--- config.mk ---
export PLATFORM = sky130hd
export DESIGN_NAME = output_config_word
export DESIGN_NICKNAME = d
export VERILOG_FILES = /design/src/verilog/output_config_pkg.sv /design/src/verilog/pin_sync3.sv /design/src/verilog/quad_decode.sv /design/src/verilog/output_config_word.sv
export VERILOG_INCLUDE_DIRS = /design/src /design/src/verilog
export SDC_FILE = /design/constraint.sdc
export NUM_CORES = 1
export LEC_CHECK = 0
export ABC_AREA = 1
export BUFFER_PORTS_ARGS = -buffer_cell sky130_fd_sc_hd__buf_4
export CORE_MARGIN = 1
export CORE_UTILIZATION = 45
export DETAILED_ROUTE_END_ITERATION = 12
export GPL_ROUTABILITY_DRIVEN = 0
export GPL_TIMING_DRIVEN = 0
export PLACE_DENSITY = 0.81
export SYNTH_ARGS = -nofsm -noshare
export SYNTH_HDL_FRONTEND = slang
export SYNTH_SLANG_ARGS = --single-unit
export TNS_END_PERCENT = 50
--- constraint.sdc ---
create_clock -name mclk -period 2.8 [get_ports mclk]
set_clock_uncertainty 0.15 [all_clocks]
set_input_delay 0.42 -clock mclk [delete_from_list [all_inputs] [get_ports mclk]]
set_output_delay 0.42 -clock mclk [all_outputs]
set_load 0.03 [all_outputs]
--- src/verilog/output_config_cfg.svh ---
// output_config_cfg.svh: bit positions, counts and defaults for the output configuration word
// assumes: included by bare name from the design modules
`ifndef OUTPUT_CONFIG_CFG_SVH
`define OUTPUT_CONFIG_CFG_SVH

// ----------------------------------------------------------------------------
// word layout
// ----------------------------------------------------------------------------
`define CFG_WORD_W          32
`define CFG_SEL_CODE        2'h1
`define CFG_SIGSEL_LSB      2
`define CFG_MODE_LSB        7
`define CFG_REFSTAT_BIT     27
`define CFG_SHARED_BIT      28
`define CFG_LOCK_BIT        29
`define CFG_QDIV4_BIT       30
`define CFG_QDIV8_BIT       31
`define CFG_PAIRS           5
`define CFG_OUTPUTS         10

// ----------------------------------------------------------------------------
// reset values
// ----------------------------------------------------------------------------
`define CFG_WORD_RESET      32'h0000007d

`endif

--- src/verilog/output_config_pkg.sv ---
// output_config_pkg.sv: types shared by the output configuration block
// assumes: nothing beyond the configuration header
package output_config_pkg;

    typedef enum logic [1:0] {
        quad_off_t_none = 2'b00,
        quad_div_four   = 2'b01,
        quad_div_eight  = 2'b10
    } quad_mode_t;

    typedef logic [1:0] out_mode_t;

endpackage

--- src/verilog/pin_sync3.sv ---
// pin_sync3.sv: three-stage pin synchroniser, a change counts once stages two and three agree
// assumes: input is asynchronous to mclk
`timescale 1ns/1ps
module pin_sync3 (
    // clock and reset
    input  wire logic mclk,
    input  wire logic rst_b,
    // pin and clean level
    input  wire logic pin_in,
    output logic      level_out
);
    logic [2:0] stage_r;
    logic [2:0] stage_nxt;
    logic       level_r;
    logic       level_nxt;

    always_comb begin
        stage_nxt = {stage_r[1:0], pin_in};
        level_nxt = (stage_r[1] == stage_r[2]) ? stage_r[2] : level_r;
    end

    always_ff @(posedge mclk or negedge rst_b) begin
        if (!rst_b) begin
            stage_r <= 3'h0;
            level_r <= 1'b0;
        end else begin
            stage_r <= stage_nxt;
            level_r <= level_nxt;
        end
    end

    assign level_out = level_r;
endmodule

--- src/verilog/quad_decode.sv ---
// quad_decode.sv: decodes the two quadrature enables into one shift mode
// assumes: fed from the stored word on the same clock
`timescale 1ns/1ps
module quad_decode
    import output_config_pkg::*;
(
    // enable bits
    input  wire logic div_four_en,
    input  wire logic div_eight_en,
    // decoded mode
    output quad_mode_t mode
);
    always_comb begin
        unique case ({div_eight_en, div_four_en})
            2'b01:   mode = quad_div_four;
            2'b10:   mode = quad_div_eight;
            default: mode = quad_off_t_none;
        endcase
    end
endmodule

--- src/verilog/output_config_word.sv ---
// output_config_word.sv: second configuration word of the clock synchroniser
// assumes: a serial shifter hands over whole 32-bit words with a one-cycle strobe,
// reference status inputs arrive from outside the mclk domain
//
// Functional notes
// - bits 2..6 pick pair signaling, default one
// - bits 7..26 are ten two-bit output modes
// - bit27 zero: refstat pin shows reference validity
// - bit27 one: refstat high primary, low secondary
// - bit28 picks oscillator status or resistor input
// - bit29 picks digital or analog lock style
// - bit30 enables quadrature shift in divide-by-four
// - bit31 enables quadrature shift in divide-by-eight
// - quadrature active removes divide-by-16 output ratio
// - quadrature shift applies to output pairs
// - both quadrature bits set means no shift
// - whole-word writes only, no readback or handshake
// - defaults restored at power-up and power-down
`timescale 1ns/1ps
`include "output_config_cfg.svh"
module output_config_word
    import output_config_pkg::*;
(
    // clock and reset
    input  wire logic                          mclk,
    input  wire logic                          rst_b,
    // word from the serial shifter
    input  wire logic [`CFG_WORD_W-1:0]        word_in,
    input  wire logic                          word_strobe,
    // power-down control, active low
    input  wire logic                          power_down_b,
    // reference status inputs
    input  wire logic                          ref_valid,
    input  wire logic                          primary_selected,
    // configured pair and output settings
    output logic [`CFG_PAIRS-1:0]              pair_signaling_select,
    output logic [2*`CFG_OUTPUTS-1:0]          output_mode,
    // status pin controls
    output logic                               refstat_pin,
    output logic                               shared_pin_function,
    output logic                               lock_style_select,
    // quadrature controls
    output logic                               quadrature_div_four_active,
    output logic                               quadrature_div_eight_active,
    output logic [`CFG_PAIRS-1:0]              pair_quadrature_enable,
    output logic                               div_sixteen_allowed
);
    // ------------------------------------------------------------------------
    // reset release
    // ------------------------------------------------------------------------
    logic [1:0] rst_sync_r;
    logic       rst_int_b;

    always_ff @(posedge mclk or negedge rst_b) begin
        if (!rst_b) begin
            rst_sync_r <= 2'h0;
        end else begin
            rst_sync_r <= {rst_sync_r[0], 1'b1};
        end
    end

    assign rst_int_b = rst_sync_r[1];

    // ------------------------------------------------------------------------
    // pin inputs
    // ------------------------------------------------------------------------
    logic pd_s;
    logic pd_b_s;
    logic ref_valid_s;
    logic primary_s;

    // synchronise the active-high form so reset leaves power-down inactive
    pin_sync3 u_sync_pd (
        .mclk      (mclk),
        .rst_b     (rst_int_b),
        .pin_in    (!power_down_b),
        .level_out (pd_s)
    );

    assign pd_b_s = !pd_s;

    pin_sync3 u_sync_valid (
        .mclk      (mclk),
        .rst_b     (rst_int_b),
        .pin_in    (ref_valid),
        .level_out (ref_valid_s)
    );

    pin_sync3 u_sync_prim (
        .mclk      (mclk),
        .rst_b     (rst_int_b),
        .pin_in    (primary_selected),
        .level_out (primary_s)
    );

    // ------------------------------------------------------------------------
    // stored word
    // ------------------------------------------------------------------------
    logic [`CFG_WORD_W-1:0] word_r;
    logic [`CFG_WORD_W-1:0] word_nxt;

    always_comb begin
        word_nxt = word_r;
        if (!pd_b_s) begin
            word_nxt = `CFG_WORD_RESET;
        end else if (word_strobe && (word_in[1:0] == `CFG_SEL_CODE)) begin
            word_nxt = word_in;
        end
    end

    always_ff @(posedge mclk or negedge rst_int_b) begin
        if (!rst_int_b) begin
            word_r <= `CFG_WORD_RESET;
        end else begin
            word_r <= word_nxt;
        end
    end

    // ------------------------------------------------------------------------
    // quadrature decode
    // ------------------------------------------------------------------------
    quad_mode_t quad_mode;

    quad_decode u_quad (
        .div_four_en  (word_r[`CFG_QDIV4_BIT]),
        .div_eight_en (word_r[`CFG_QDIV8_BIT]),
        .mode         (quad_mode)
    );

    // ------------------------------------------------------------------------
    // output registers
    // ------------------------------------------------------------------------
    logic [`CFG_PAIRS-1:0]     sig_r;
    logic [`CFG_PAIRS-1:0]     sig_nxt;
    logic [2*`CFG_OUTPUTS-1:0] mode_r;
    logic [2*`CFG_OUTPUTS-1:0] mode_nxt;
    logic                      refstat_r;
    logic                      refstat_nxt;
    logic                      shared_r;
    logic                      shared_nxt;
    logic                      lock_r;
    logic                      lock_nxt;
    logic                      q4_r;
    logic                      q4_nxt;
    logic                      q8_r;
    logic                      q8_nxt;
    logic [`CFG_PAIRS-1:0]     pairq_r;
    logic [`CFG_PAIRS-1:0]     pairq_nxt;
    logic                      d16_r;
    logic                      d16_nxt;
    logic                      quad_any;

    genvar g;
    generate
        for (g = 0; g < `CFG_PAIRS; g = g + 1) begin : g_pair
            // both outputs of a pair shift together
            assign pairq_nxt[g] = quad_any;
            assign sig_nxt[g]   = word_r[`CFG_SIGSEL_LSB + g];
        end
    endgenerate

    always_comb begin
        quad_any    = (quad_mode != quad_off_t_none);
        mode_nxt    = word_r[`CFG_MODE_LSB +: 2*`CFG_OUTPUTS];
        if (word_r[`CFG_REFSTAT_BIT]) begin
            refstat_nxt = primary_s;
        end else begin
            refstat_nxt = ref_valid_s;
        end
        shared_nxt  = word_r[`CFG_SHARED_BIT];
        lock_nxt    = word_r[`CFG_LOCK_BIT];
        q4_nxt      = (quad_mode == quad_div_four);
        q8_nxt      = (quad_mode == quad_div_eight);
        // any set enable bit removes divide-by-16, even when both cancel
        d16_nxt     = !(word_r[`CFG_QDIV4_BIT] || word_r[`CFG_QDIV8_BIT]);
    end

    always_ff @(posedge mclk or negedge rst_int_b) begin
        if (!rst_int_b) begin
            sig_r     <= 5'h1f;
            mode_r    <= 20'h00000;
            refstat_r <= 1'b0;
            shared_r  <= 1'b0;
            lock_r    <= 1'b0;
            q4_r      <= 1'b0;
            q8_r      <= 1'b0;
            pairq_r   <= 5'h00;
            d16_r     <= 1'b1;
        end else begin
            sig_r     <= sig_nxt;
            mode_r    <= mode_nxt;
            refstat_r <= refstat_nxt;
            shared_r  <= shared_nxt;
            lock_r    <= lock_nxt;
            q4_r      <= q4_nxt;
            q8_r      <= q8_nxt;
            pairq_r   <= pairq_nxt;
            d16_r     <= d16_nxt;
        end
    end

    assign pair_signaling_select       = sig_r;
    assign output_mode                 = mode_r;
    assign refstat_pin                 = refstat_r;
    assign shared_pin_function         = shared_r;
    assign lock_style_select           = lock_r;
    assign quadrature_div_four_active  = q4_r;
    assign quadrature_div_eight_active = q8_r;
    assign pair_quadrature_enable      = pairq_r;
    assign div_sixteen_allowed         = d16_r;
endmodule

==> results of run 1 <==
## critical path, cell delays in order (launching register included)
cell,delay [ns]
dfrtp_1,0.41
buf_4,0.14
buf_4,0.16
## sequential cells by signal, indices dropped and copies added, names as in the netlist
signal,cells
div_sixteen_allowed,1
lock_style_select,1
output_mode,20
pair_quadrature_enable,1
pair_signaling_select,5
quadrature_div_eight_active,1
quadrature_div_four_active,1
refstat_pin,1
rst_sync_r,2
shared_pin_function,1
u_sync_pd.level_out,1
u_sync_pd.stage_r,3
u_sync_prim.level_out,1
u_sync_prim.stage_r,3
u_sync_valid.level_out,1
u_sync_valid.stage_r,3
word_r,30
## per-layer routing
layer  vias to the layer above  global-route usage (%)
li1                        929                       -
met3                        12                    3.20
met2                        71                    31.4
met1                       925                    22.2
met4                         0                    10.9
met5                         -                       0
## final timing paths
kind	end	slack [ns]	depth (start not counted)
worst max-delay path	pair_quadrature_enable[3]	1.18	2
worst max register to register	word_r[5]	1.58	4
worst min-delay path	u_sync_prim.stage_r[0]	0.03	1
worst min register to register	u_sync_pd.stage_r[1]	0.20	0
max in group asynchronous	output_mode[7]	1.59	0
min in group asynchronous	rst_sync_r[1]	0.23	2
## final cells by class
class                      count  area [sq um]  share of cell area, %
buffer                        16          90.1                   2.48
sequential                    76          1920                   52.9
clock buffer                   9           124                   3.41
inverter                      31           116                   3.21
multi-input combinational    131           591                   16.3
tap                           72          90.1                   2.48
timing repair buffer          74           558                   15.4
clock inverter                 7           139                   3.83
## power groups by stage
stage | Combinational [W] | Sequential (W) | Clock, W
6_report | 0.000542 | 0.00134 | 0.00107
5_1_grt | 0.000586 | 0.00136 | 0.00113
4_1_cts | 0.000549 | 0.00135 | 0.00108
3_5_place_dp | 0.000546 | 0.00136 | 0
3_3_place_gp | 0.000531 | 0.00136 | 0
2_1_floorplan | 0.000188 | 0.00149 | 0
## placed cells by master (no fill, tap or decap), types with 2 or more instances in the layout
master and instances:
buf_2 12, or2_0 4, inv_1 30, dfrtp_1 64, nor2_1 25, nand3_1 31
maj3_1 2, buf_4 77, dfstp_2 11, clkbuf_8 9, nand2_1 62, bufinv_16 4
ha_1 3, clkinv_2 2
## per-stage QoR
step	utilization [%]	area (sq um)	instances	setup WS [ns]
final	64.3	3630	416	1.18
after floorplan	-	2710	254	0.396
after global routing	64.3	3630	416	1.14
after global placement	59.4	3350	399	-0.272
after CTS	64.3	3630	416	1.16
after detailed placement	59.5	3350	399	1.36
## cells by family after synthesis
kind of cell               after synthesis  share of synthesized area [%]
adders and majority gates                6                           2.54
AOI/OAI and AO/OA                        1                          0.184
buffers and inverters                   47                           7.61
and+or+nand+nor                        123                           18.9
other                                    1                          0.138
DFF                                     76                           70.6
==> qor.yml, run 1 <==
remaining_drc_errors: 0
cts_made_buffers: 9
layout.nets: 380
syn_to_final_growth_pct: 33.7
hold_class: "input pin to flop"
switching_share_pct: 26.9
tns_ns: 0
synth-seq-cells: 76
grt_pass1_vias: 1868
ant_nets: 0
path_clk_slew_ns: 0.08
endpoint_kind: "output pin"
final-hold-violation-count: 0
topRoutingLayerUsed: "met4"
start_util_pct: 48.1
clockRootBuffer: "clkbuf_8"
finalPower_w: 0.00295
postSynthAreaPerCell_sq_um: 10.7
crit_path_max_fanout: 5
p_int_w: 0.00216
min_period_ns: 1.62
synth.area.top_cells: "dfrtp_1, dfstp_2, nand2_1"
ys_types: 16
p_clk_share_pct: 36.1
combPwrFrac_pct: 18.4
cts.sinks: 76
drive_gt1_share_pct: 34.9
row_count: 27
post-synth-top-count-cell: "dfrtp_1"
slew_violations: 0
yosys_warnings: 0
synth_edf_count: 0
post_drt_via_cell_ratio: 4.66
setup_viol: 0
worst_ep_required_time_ns: 2.23
p_sw_w: 0.000792
leakage_nw: 2.01
track_usage_pct: 18.6
worst_ep_arrival_time_ns: 1.05
synth-seq-area-share_pct: 70.6
ctsHoldBuffers: 1
p_per_area_mw_per_mm2: 813
cts_tree: "built"
grt_overflow: 0
insertion_delay_ns: 0.34
vias: 1937
yosys_most_used_dff: "dfrtp_1"
cts_resized: 0
synth_common_cells: "dfrtp_1, nand2_1, nand3_1"
r2r-start: "u_sync_pd.level_out"
grt_setup_unrepaired: "false"
drt_iter0_drc: 73
slew-limit-headroom_pct: 39.9
grt_pass1_wl_um: 8630
die_area_sq_mm: 0.00634
die_height_um: 79.6
fp.dieW_um: 79.6
worst_slew_pin_slew_ns: 0.902
crit_type: "flop to output pin"
dr_wl_met3_um: 254
fmax_ghz: 0.619
hold_slack_ns: 0.0306
portBuffers: 73
synthCells: 254
cts_max_path_buffers: 2
yosysTopAreaCell: "dfrtp_1"
cts_setup_buffers: 0
ir_drop_v: 0.000528
routed_wl_um: 5200
dr_wl_met2_um: 2630
seq_power_share_pct: 45.5
worstHoldStart: "primary_selected"
synth_nets: 295
status: "finished, final reports clean"
coreArea_sq_mm: 0.00564
nFillCells: 443
num_antenna_cells: 0
maxCapViolCount: 0
wl_met1_um: 2170
synthesis.area_sq_mm: 0.00271
worstSetupStartpoint: "pair_quadrature_enable[0]"
dpl.hpwl_um: 3430
cts_max_level: 3
synth-async-reset-ratio_pct: 100
drt_pass1_iterations: 4
cp-start-kind: "flop"
fin_crit_sh_pct: 57.7
antenna_found_initial: 0
synth_top_area_share_pct: 60.0
grt_max_degree: 75
wl_per_cell_um: 12.5
io_pins: 74
Power figures use the tool's default switching activity.
==> run 2, diff against run 1 <==
--- a/config.mk
+++ b/config.mk
@@ -13,7 +13,7 @@
 export DETAILED_ROUTE_END_ITERATION = 12
 export GPL_ROUTABILITY_DRIVEN = 0
 export GPL_TIMING_DRIVEN = 0
-export PLACE_DENSITY = 0.81
+export PLACE_DENSITY = 0.84
 export SYNTH_ARGS = -nofsm -noshare
 export SYNTH_HDL_FRONTEND = slang
 export SYNTH_SLANG_ARGS = --single-unit
==> constraint.sdc (replaced) <==
create_clock -name mclk -period 1.4 [get_ports mclk]
set_clock_uncertainty 0.15 [all_clocks]
set_input_delay 0.21 -clock mclk [delete_from_list [all_inputs] [get_ports mclk]]
set_output_delay 0.21 -clock mclk [all_outputs]
set_load 0.03 [all_outputs]
==> run 2 against run 1 <==
Die area is the same. Wire length shrank 2.8%. Setup slack lost 1.2 ns. Largest power group unchanged. Sequential power grew 100%. Critical endpoint unchanged. Via count shrank 3.1%. Final area grew 1.7%. Sequential share of layout area shrank 0.86 points. Critical path type unchanged. Total power grew 100%. Global-route usage shrank 0.49 points.
==> qor.yml, run 2 (same netlist as run 1, synthesis figures left out) <==
portBuffers: 73  # unchanged
slew-limit-headroom_pct: 39.8  # -0.050 points
syn_to_final_growth_pct: 35.9
post_drt_via_cell_ratio: 4.48  # -3.8%
cts_max_path_buffers: 2  # unchanged
layout.nets: 383  # +0.79%
cts_setup_buffers: 0  # unchanged
grt_pass1_vias: 1837  # -1.7%
remaining_drc_errors: 0  # unchanged
vias: 1876  # -3.1%
cts_tree: "built"
mostFrequentLayoutCells: "buf_4, dfrtp_1, nand2_1"
drt_pass1_iterations: 4  # unchanged
grt_overflow: 0  # unchanged
largest_reg_flops: 30  # unchanged
multiInputGateArea_sq_um: 591  # unchanged
crit_type: "flop to output pin"
routed_wl_um: 5060  # -2.8%
p_per_area_mw_per_mm2: 1610  # +98%
min_period_ns: 1.39
tns_ns: 0  # unchanged
worst_slew_pin_slew_ns: 0.903  # +0.000746 ns
die_area_sq_mm: 0.00634  # unchanged
maxCapViolCount: 0  # unchanged
crit_path_max_fanout: 5  # unchanged
clockRootBuffer: "clkbuf_8"
worst_ep_arrival_time_ns: 1.03  # -0.02 ns
final-hold-violation-count: 0  # unchanged
endpoint_kind: "output pin"
setup_slack_ns: 0.00808  # -1.18 ns
row_count: 27  # unchanged
slew_violations: 0  # unchanged
leakage_nw: 2.03  # +1.1%
finalPower_w: 0.00594  # +100%
fmax_ghz: 0.718
insertion_delay_ns: 0.33  # about the same
hold_class: "input pin to flop"
nFillCells: 459  # +3.6%
cp-start-kind: "flop"
fin_crit_sh_pct: 99.4
r2r_cells: 4  # unchanged
fin_area_sq_mm: 0.00369  # +1.7%
drive_gt1_share_pct: 34.6  # -0.30 points
top_register: "word_r"
grt_pass1_wl_um: 8400  # -2.6%
hold_path_depth: 4  # +3
utilization_pct: 65.4  # +1.1 points
coreArea_sq_mm: 0.00564  # unchanged
ant_nets: 0  # unchanged
die_height_um: 79.6  # unchanged
path_clk_slew_ns: 0.07  # about the same
cts_made_buffers: 9  # unchanged
antenna_found_initial: 0  # unchanged
fp.dieW_um: 79.6  # unchanged
place_area_sq_mm: 0.00335  # unchanged
ir_drop_v: 0.000765  # +45%
wl_per_cell_um: 12.1  # -3.4%
num_antenna_cells: 0  # unchanged
status: "finished, final reports clean"
seq_area_sq_mm: 0.00192  # unchanged
io_pins: 74  # unchanged
cts_max_level: 3  # unchanged
setup_viol: 0  # unchanged
cts.sinks: 76  # unchanged
worst_ep_required_time_ns: 1.04  # -1.19 ns
place_ws_ns: 0.145  # -1.21 ns
grt_max_degree: 75  # unchanged
final_common_cell: "buf_4"
drt_iter0_drc: 125  # +71%
start_util_pct: 48.1  # unchanged
track_usage_pct: 18.1  # -0.49 points
grt_setup_unrepaired: "true"
dpl.hpwl_um: 3300  # -3.8%
## run 2: stage by stage
stage	instances	hold slack (ns)
2_1_floorplan	254	-0.236
3_3_place_gp	399	-0.157
3_5_place_dp	399	-0.157
4_1_cts	419	0.00102
5_1_grt	419	0.00681
6_report	419	0.0132
## run 2: report_power, final
group          switching [W]  internal, W  total, W
clock network       0.000764      0.00136   0.00212
logic               0.000645     0.000476   0.00112
registers           0.000174      0.00252   0.00269
## run 2: area by class of cell
class	count	share of cell area [%]
flip-flops and latches	76	52.1
repair buffers	77	16.8
multi-input cells	131	16.0
clock inverters	7	3.77
clock buffers	9	3.36
inverters	31	3.16
plain buffers	16	2.44
well taps	72	2.44
## run 2: critical path, cell delays in order (launching register included)
cell	delay [ns]
dfrtp_1	0.42
buf_4	0.15
buf_6	0.13
## run 2: metal layers
layer	up-vias	GRT usage (%)	share of wire, %
met5	-	0	0
met4	0	8.73	1.1
met3	4	5.14	4.7
met2	55	28.9	51
met1	884	22.5	43
li1	933	-	-
## run 2: final timing paths
path / startpoint / to / slack (ns)
worst max-delay path: pair_quadrature_enable[0] / pair_quadrature_enable[3] / 0.008
worst min-delay path: word_in[2] / word_r[2] / 0.01
worst max register to register: u_sync_pd.level_out / word_r[3] / 0.19
worst min register to register: u_sync_pd.stage_r[0] / u_sync_pd.stage_r[1] / 0.20
max in group asynchronous: rst_sync_r[1] / word_r[19] / 0.20
min in group asynchronous: rst_b / rst_sync_r[1] / 0.03
## run 2: what timing repair did
action                     CTS  global route
setup endpoints to repair    4             8
hold endpoints to repair     5             0
hold buffers                 4             0
resized for setup            4             4
==> run 3, diff against run 2 <==
--- a/config.mk
+++ b/config.mk
@@ -8,12 +8,14 @@
 export LEC_CHECK = 0
 export ABC_AREA = 1
 export BUFFER_PORTS_ARGS = -buffer_cell sky130_fd_sc_hd__buf_4
+export CELL_PAD_IN_SITES_DETAIL_PLACEMENT = 1
+export CELL_PAD_IN_SITES_GLOBAL_PLACEMENT = 2
 export CORE_MARGIN = 1
-export CORE_UTILIZATION = 45
+export CORE_UTILIZATION = 29
 export DETAILED_ROUTE_END_ITERATION = 12
 export GPL_ROUTABILITY_DRIVEN = 0
 export GPL_TIMING_DRIVEN = 0
-export PLACE_DENSITY = 0.84
+export PLACE_DENSITY = 0.86
 export SYNTH_ARGS = -nofsm -noshare
 export SYNTH_HDL_FRONTEND = slang
 export SYNTH_SLANG_ARGS = --single-unit
==> run 3 against run 2 <==
Sequential cell count is the same. Final cell count is 10% higher. Die area is 54% higher. Final area up 2.1%. Critical path depth unchanged. Largest cell class unchanged. Global-route usage is 4.3 points lower. Count of clock-buffer cells in the layout is 1 higher. Register-to-register slack worse by 0.02 ns. Non-clock buffer count increased by 6. Combinational power grew 5%. Core utilization is 23 points lower.
==> qor.yml, run 3 (same netlist as run 1, synthesis figures left out) <==
crit_type: "flop to output pin"
dp_cells: 435  # +9.0%
die_height_um: 98.7  # +24%
endpoint_kind: "output pin"
critical-path-top-delay-family: "flip-flops"
drive_gt1_share_pct: 34.0  # -0.59 points
post_drt_via_cell_ratio: 4.32  # -3.5%
crit_path_max_fanout: 5  # unchanged
slew_violations: 0  # unchanged
start_util_pct: 30.5  # -18 points
utilization_pct: 42.3  # -23 points
maxCapViolCount: 0  # unchanged
portBuffers: 73  # unchanged
largest_reg_flops: 30  # unchanged
worst_ep_required_time_ns: 1.04  # about the same
remaining_drc_errors: 0  # unchanged
final_cells: 461  # +10%
clockRootBuffer: "clkbuf_8"
fin_area_sq_mm: 0.00376  # +2.1%
cts_max_level: 3  # unchanged
routed_wl_um: 6100  # +21%
crit_path_cell_trace: "buf_4 > buf_6"
syn_to_final_growth_pct: 38.7
grt_pass1_vias: 2133  # +16%
coreArea_sq_mm: 0.00889  # +58%
grt_setup_unrepaired: "true"
cts_max_path_buffers: 2  # unchanged
slew-limit-headroom_pct: 64.8  # +25 points
min_period_ns: 1.39  # +0.000610 ns
seq_power_share_pct: 47.3  # +2.0 points
vias: 1992  # +6.2%
drt_pass1_iterations: 4  # unchanged
slowest_stage: "dfrtp_1"
fmax_ghz: 0.718  # about the same
cts_made_buffers: 9  # unchanged
place_area_sq_mm: 0.00340  # +1.3%
ir_drop_v: 0.000659  # -14%
hold_class: "input pin to flop"
ant_nets: 0  # unchanged
crit_buf_inv: 2  # unchanged
p_sw_w: 0.00165  # +4.2%
cts.sinks: 76  # unchanged
final-hold-violation-count: 0  # unchanged
combPwrFrac_pct: 20.8  # +1.9 points
io_pins: 74  # unchanged
setup_slack_ns: 0.00747  # -0.000610 ns
wl_per_cell_um: 13.2  # +9.6%
worst_ep_arrival_time_ns: 1.03  # about the same
p_clk_share_pct: 31.9  # -3.9 points
worst_slew_pin_slew_ns: 0.528  # -0.375 ns
cp-start-kind: "flop"
mostFrequentLayoutCells: "buf_4, dfrtp_1, nand2_1"
num_antenna_cells: 0  # unchanged
drt_iter0_drc: 55  # -56%
layout.nets: 389  # +1.6%
grt_pass1_wl_um: 10200  # +21%
p_int_w: 0.00402  # -7.7%
leakage_nw: 2.03  # +0.11%
final_common_cell: "buf_4"
fp.dieW_um: 98.7  # +24%
grt_overflow: 0  # unchanged
fin_crit_sh_pct: 99.5  # about the same
row_count: 34  # +26%
switching_share_pct: 29.1  # +2.4 points
status: "finished, final reports clean"
p_per_area_mw_per_mm2: 1510  # -6.4%
setup_viol: 0  # unchanged
insertion_delay_ns: 0.34  # about the same
max_stage_delay_ns: 0.42  # about the same
place_ws_ns: 0.0901  # -0.0552 ns
die_area_sq_mm: 0.00974  # +54%
path_clk_slew_ns: 0.08  # about the same
antenna_found_initial: 0  # unchanged
grt_max_degree: 75  # unchanged
top_register: "word_r"
cts_tree: "built"
dpl.hpwl_um: 3990  # +21%
track_usage_pct: 13.8  # -4.3 points
==> run 3: cell types whose count changed in the layout (fill, tap and decap cells not counted), sizes merged <==
cell         change
buf              +1
clkinv           -1
clkinvlp         +2
bufinv           -2
clkbuf           +1
dlygate4sd3      +5
==> run 3: timing repair <==
action | in CTS | in global routing
hold endpoints to repair | 10 | 0
resized for setup | 6 | 4
hold buffers | 9 | 0
setup buffers | 0 | 1
pin swaps | 0 | 0
endpoints found under the setup margin | 6 | 71
==> run 3: power groups by stage <==
stage / Combinational (W) / Clock (W) / Sequential, W
6_report: 0.00118 / 0.00181 / 0.00268
5_1_grt: 0.00127 / 0.00194 / 0.00272
4_1_cts: 0.00116 / 0.00187 / 0.00271
3_5_place_dp: 0.00110 / 0 / 0.00274
3_3_place_gp: 0.00108 / 0 / 0.00273
2_1_floorplan: 0.000376 / 0 / 0.00298
==> run 3: worst paths after layout <==
path | slack, ns | from | cells past startpoint | end
min | 0.01 | word_in[2] | 4 | word_r[2]
max reg2reg | 0.17 | u_sync_pd.level_out | 5 | word_r[21]
max | 0.007 | pair_quadrature_enable[0] | 2 | pair_quadrature_enable[4]
min in group asynchronous | 0.04 | rst_b | 2 | rst_sync_r[1]
min reg2reg | 0.16 | rst_sync_r[1] | 0 | word_r[31]
max in group asynchronous | 0.30 | rst_sync_r[1] | 1 | pair_signaling_select[0]
==> run 3: worst reg2reg max path: cells and delay by family (launching register included) <==
kind | cells | cell delay [ns]
buf+inv | 2 | 0.29
simple gates | 3 | 0.24
flops | 1 | 0.43
==> run 3: through the flow <==
| step | hold WS, ns | TNS [ns] | total power (W) |
|---|---|---|---|
| after global placement | -0.158 | 0 | 0.00381 |
| after global routing | 0.0229 | -0.146 | 0.00594 |
| after CTS | 0.00174 | -0.0787 | 0.00574 |
| after detailed placement | -0.157 | 0 | 0.00385 |
| after floorplan | -0.236 | 0 | 0.00336 |
| final | 0.0144 | 0 | 0.00567 |
==> run 3: cell type report <==
class	count	area (sq um)
clock inverter	6	88.8
fill	1011	5130
buffer	16	90.1
timing repair buffer	83	696
multi-input combinational	131	591
tap	108	135
sequential	76	1920
clock buffer	10	128
inverter	31	116
==> run 3: metal layers <==
metal  global-route usage (%)  share of wire (%)
met1                     16.3                 43
met2                     23.7                 53
met3                     3.69                3.6
met4                     5.86                1.1
met5                        0                  0
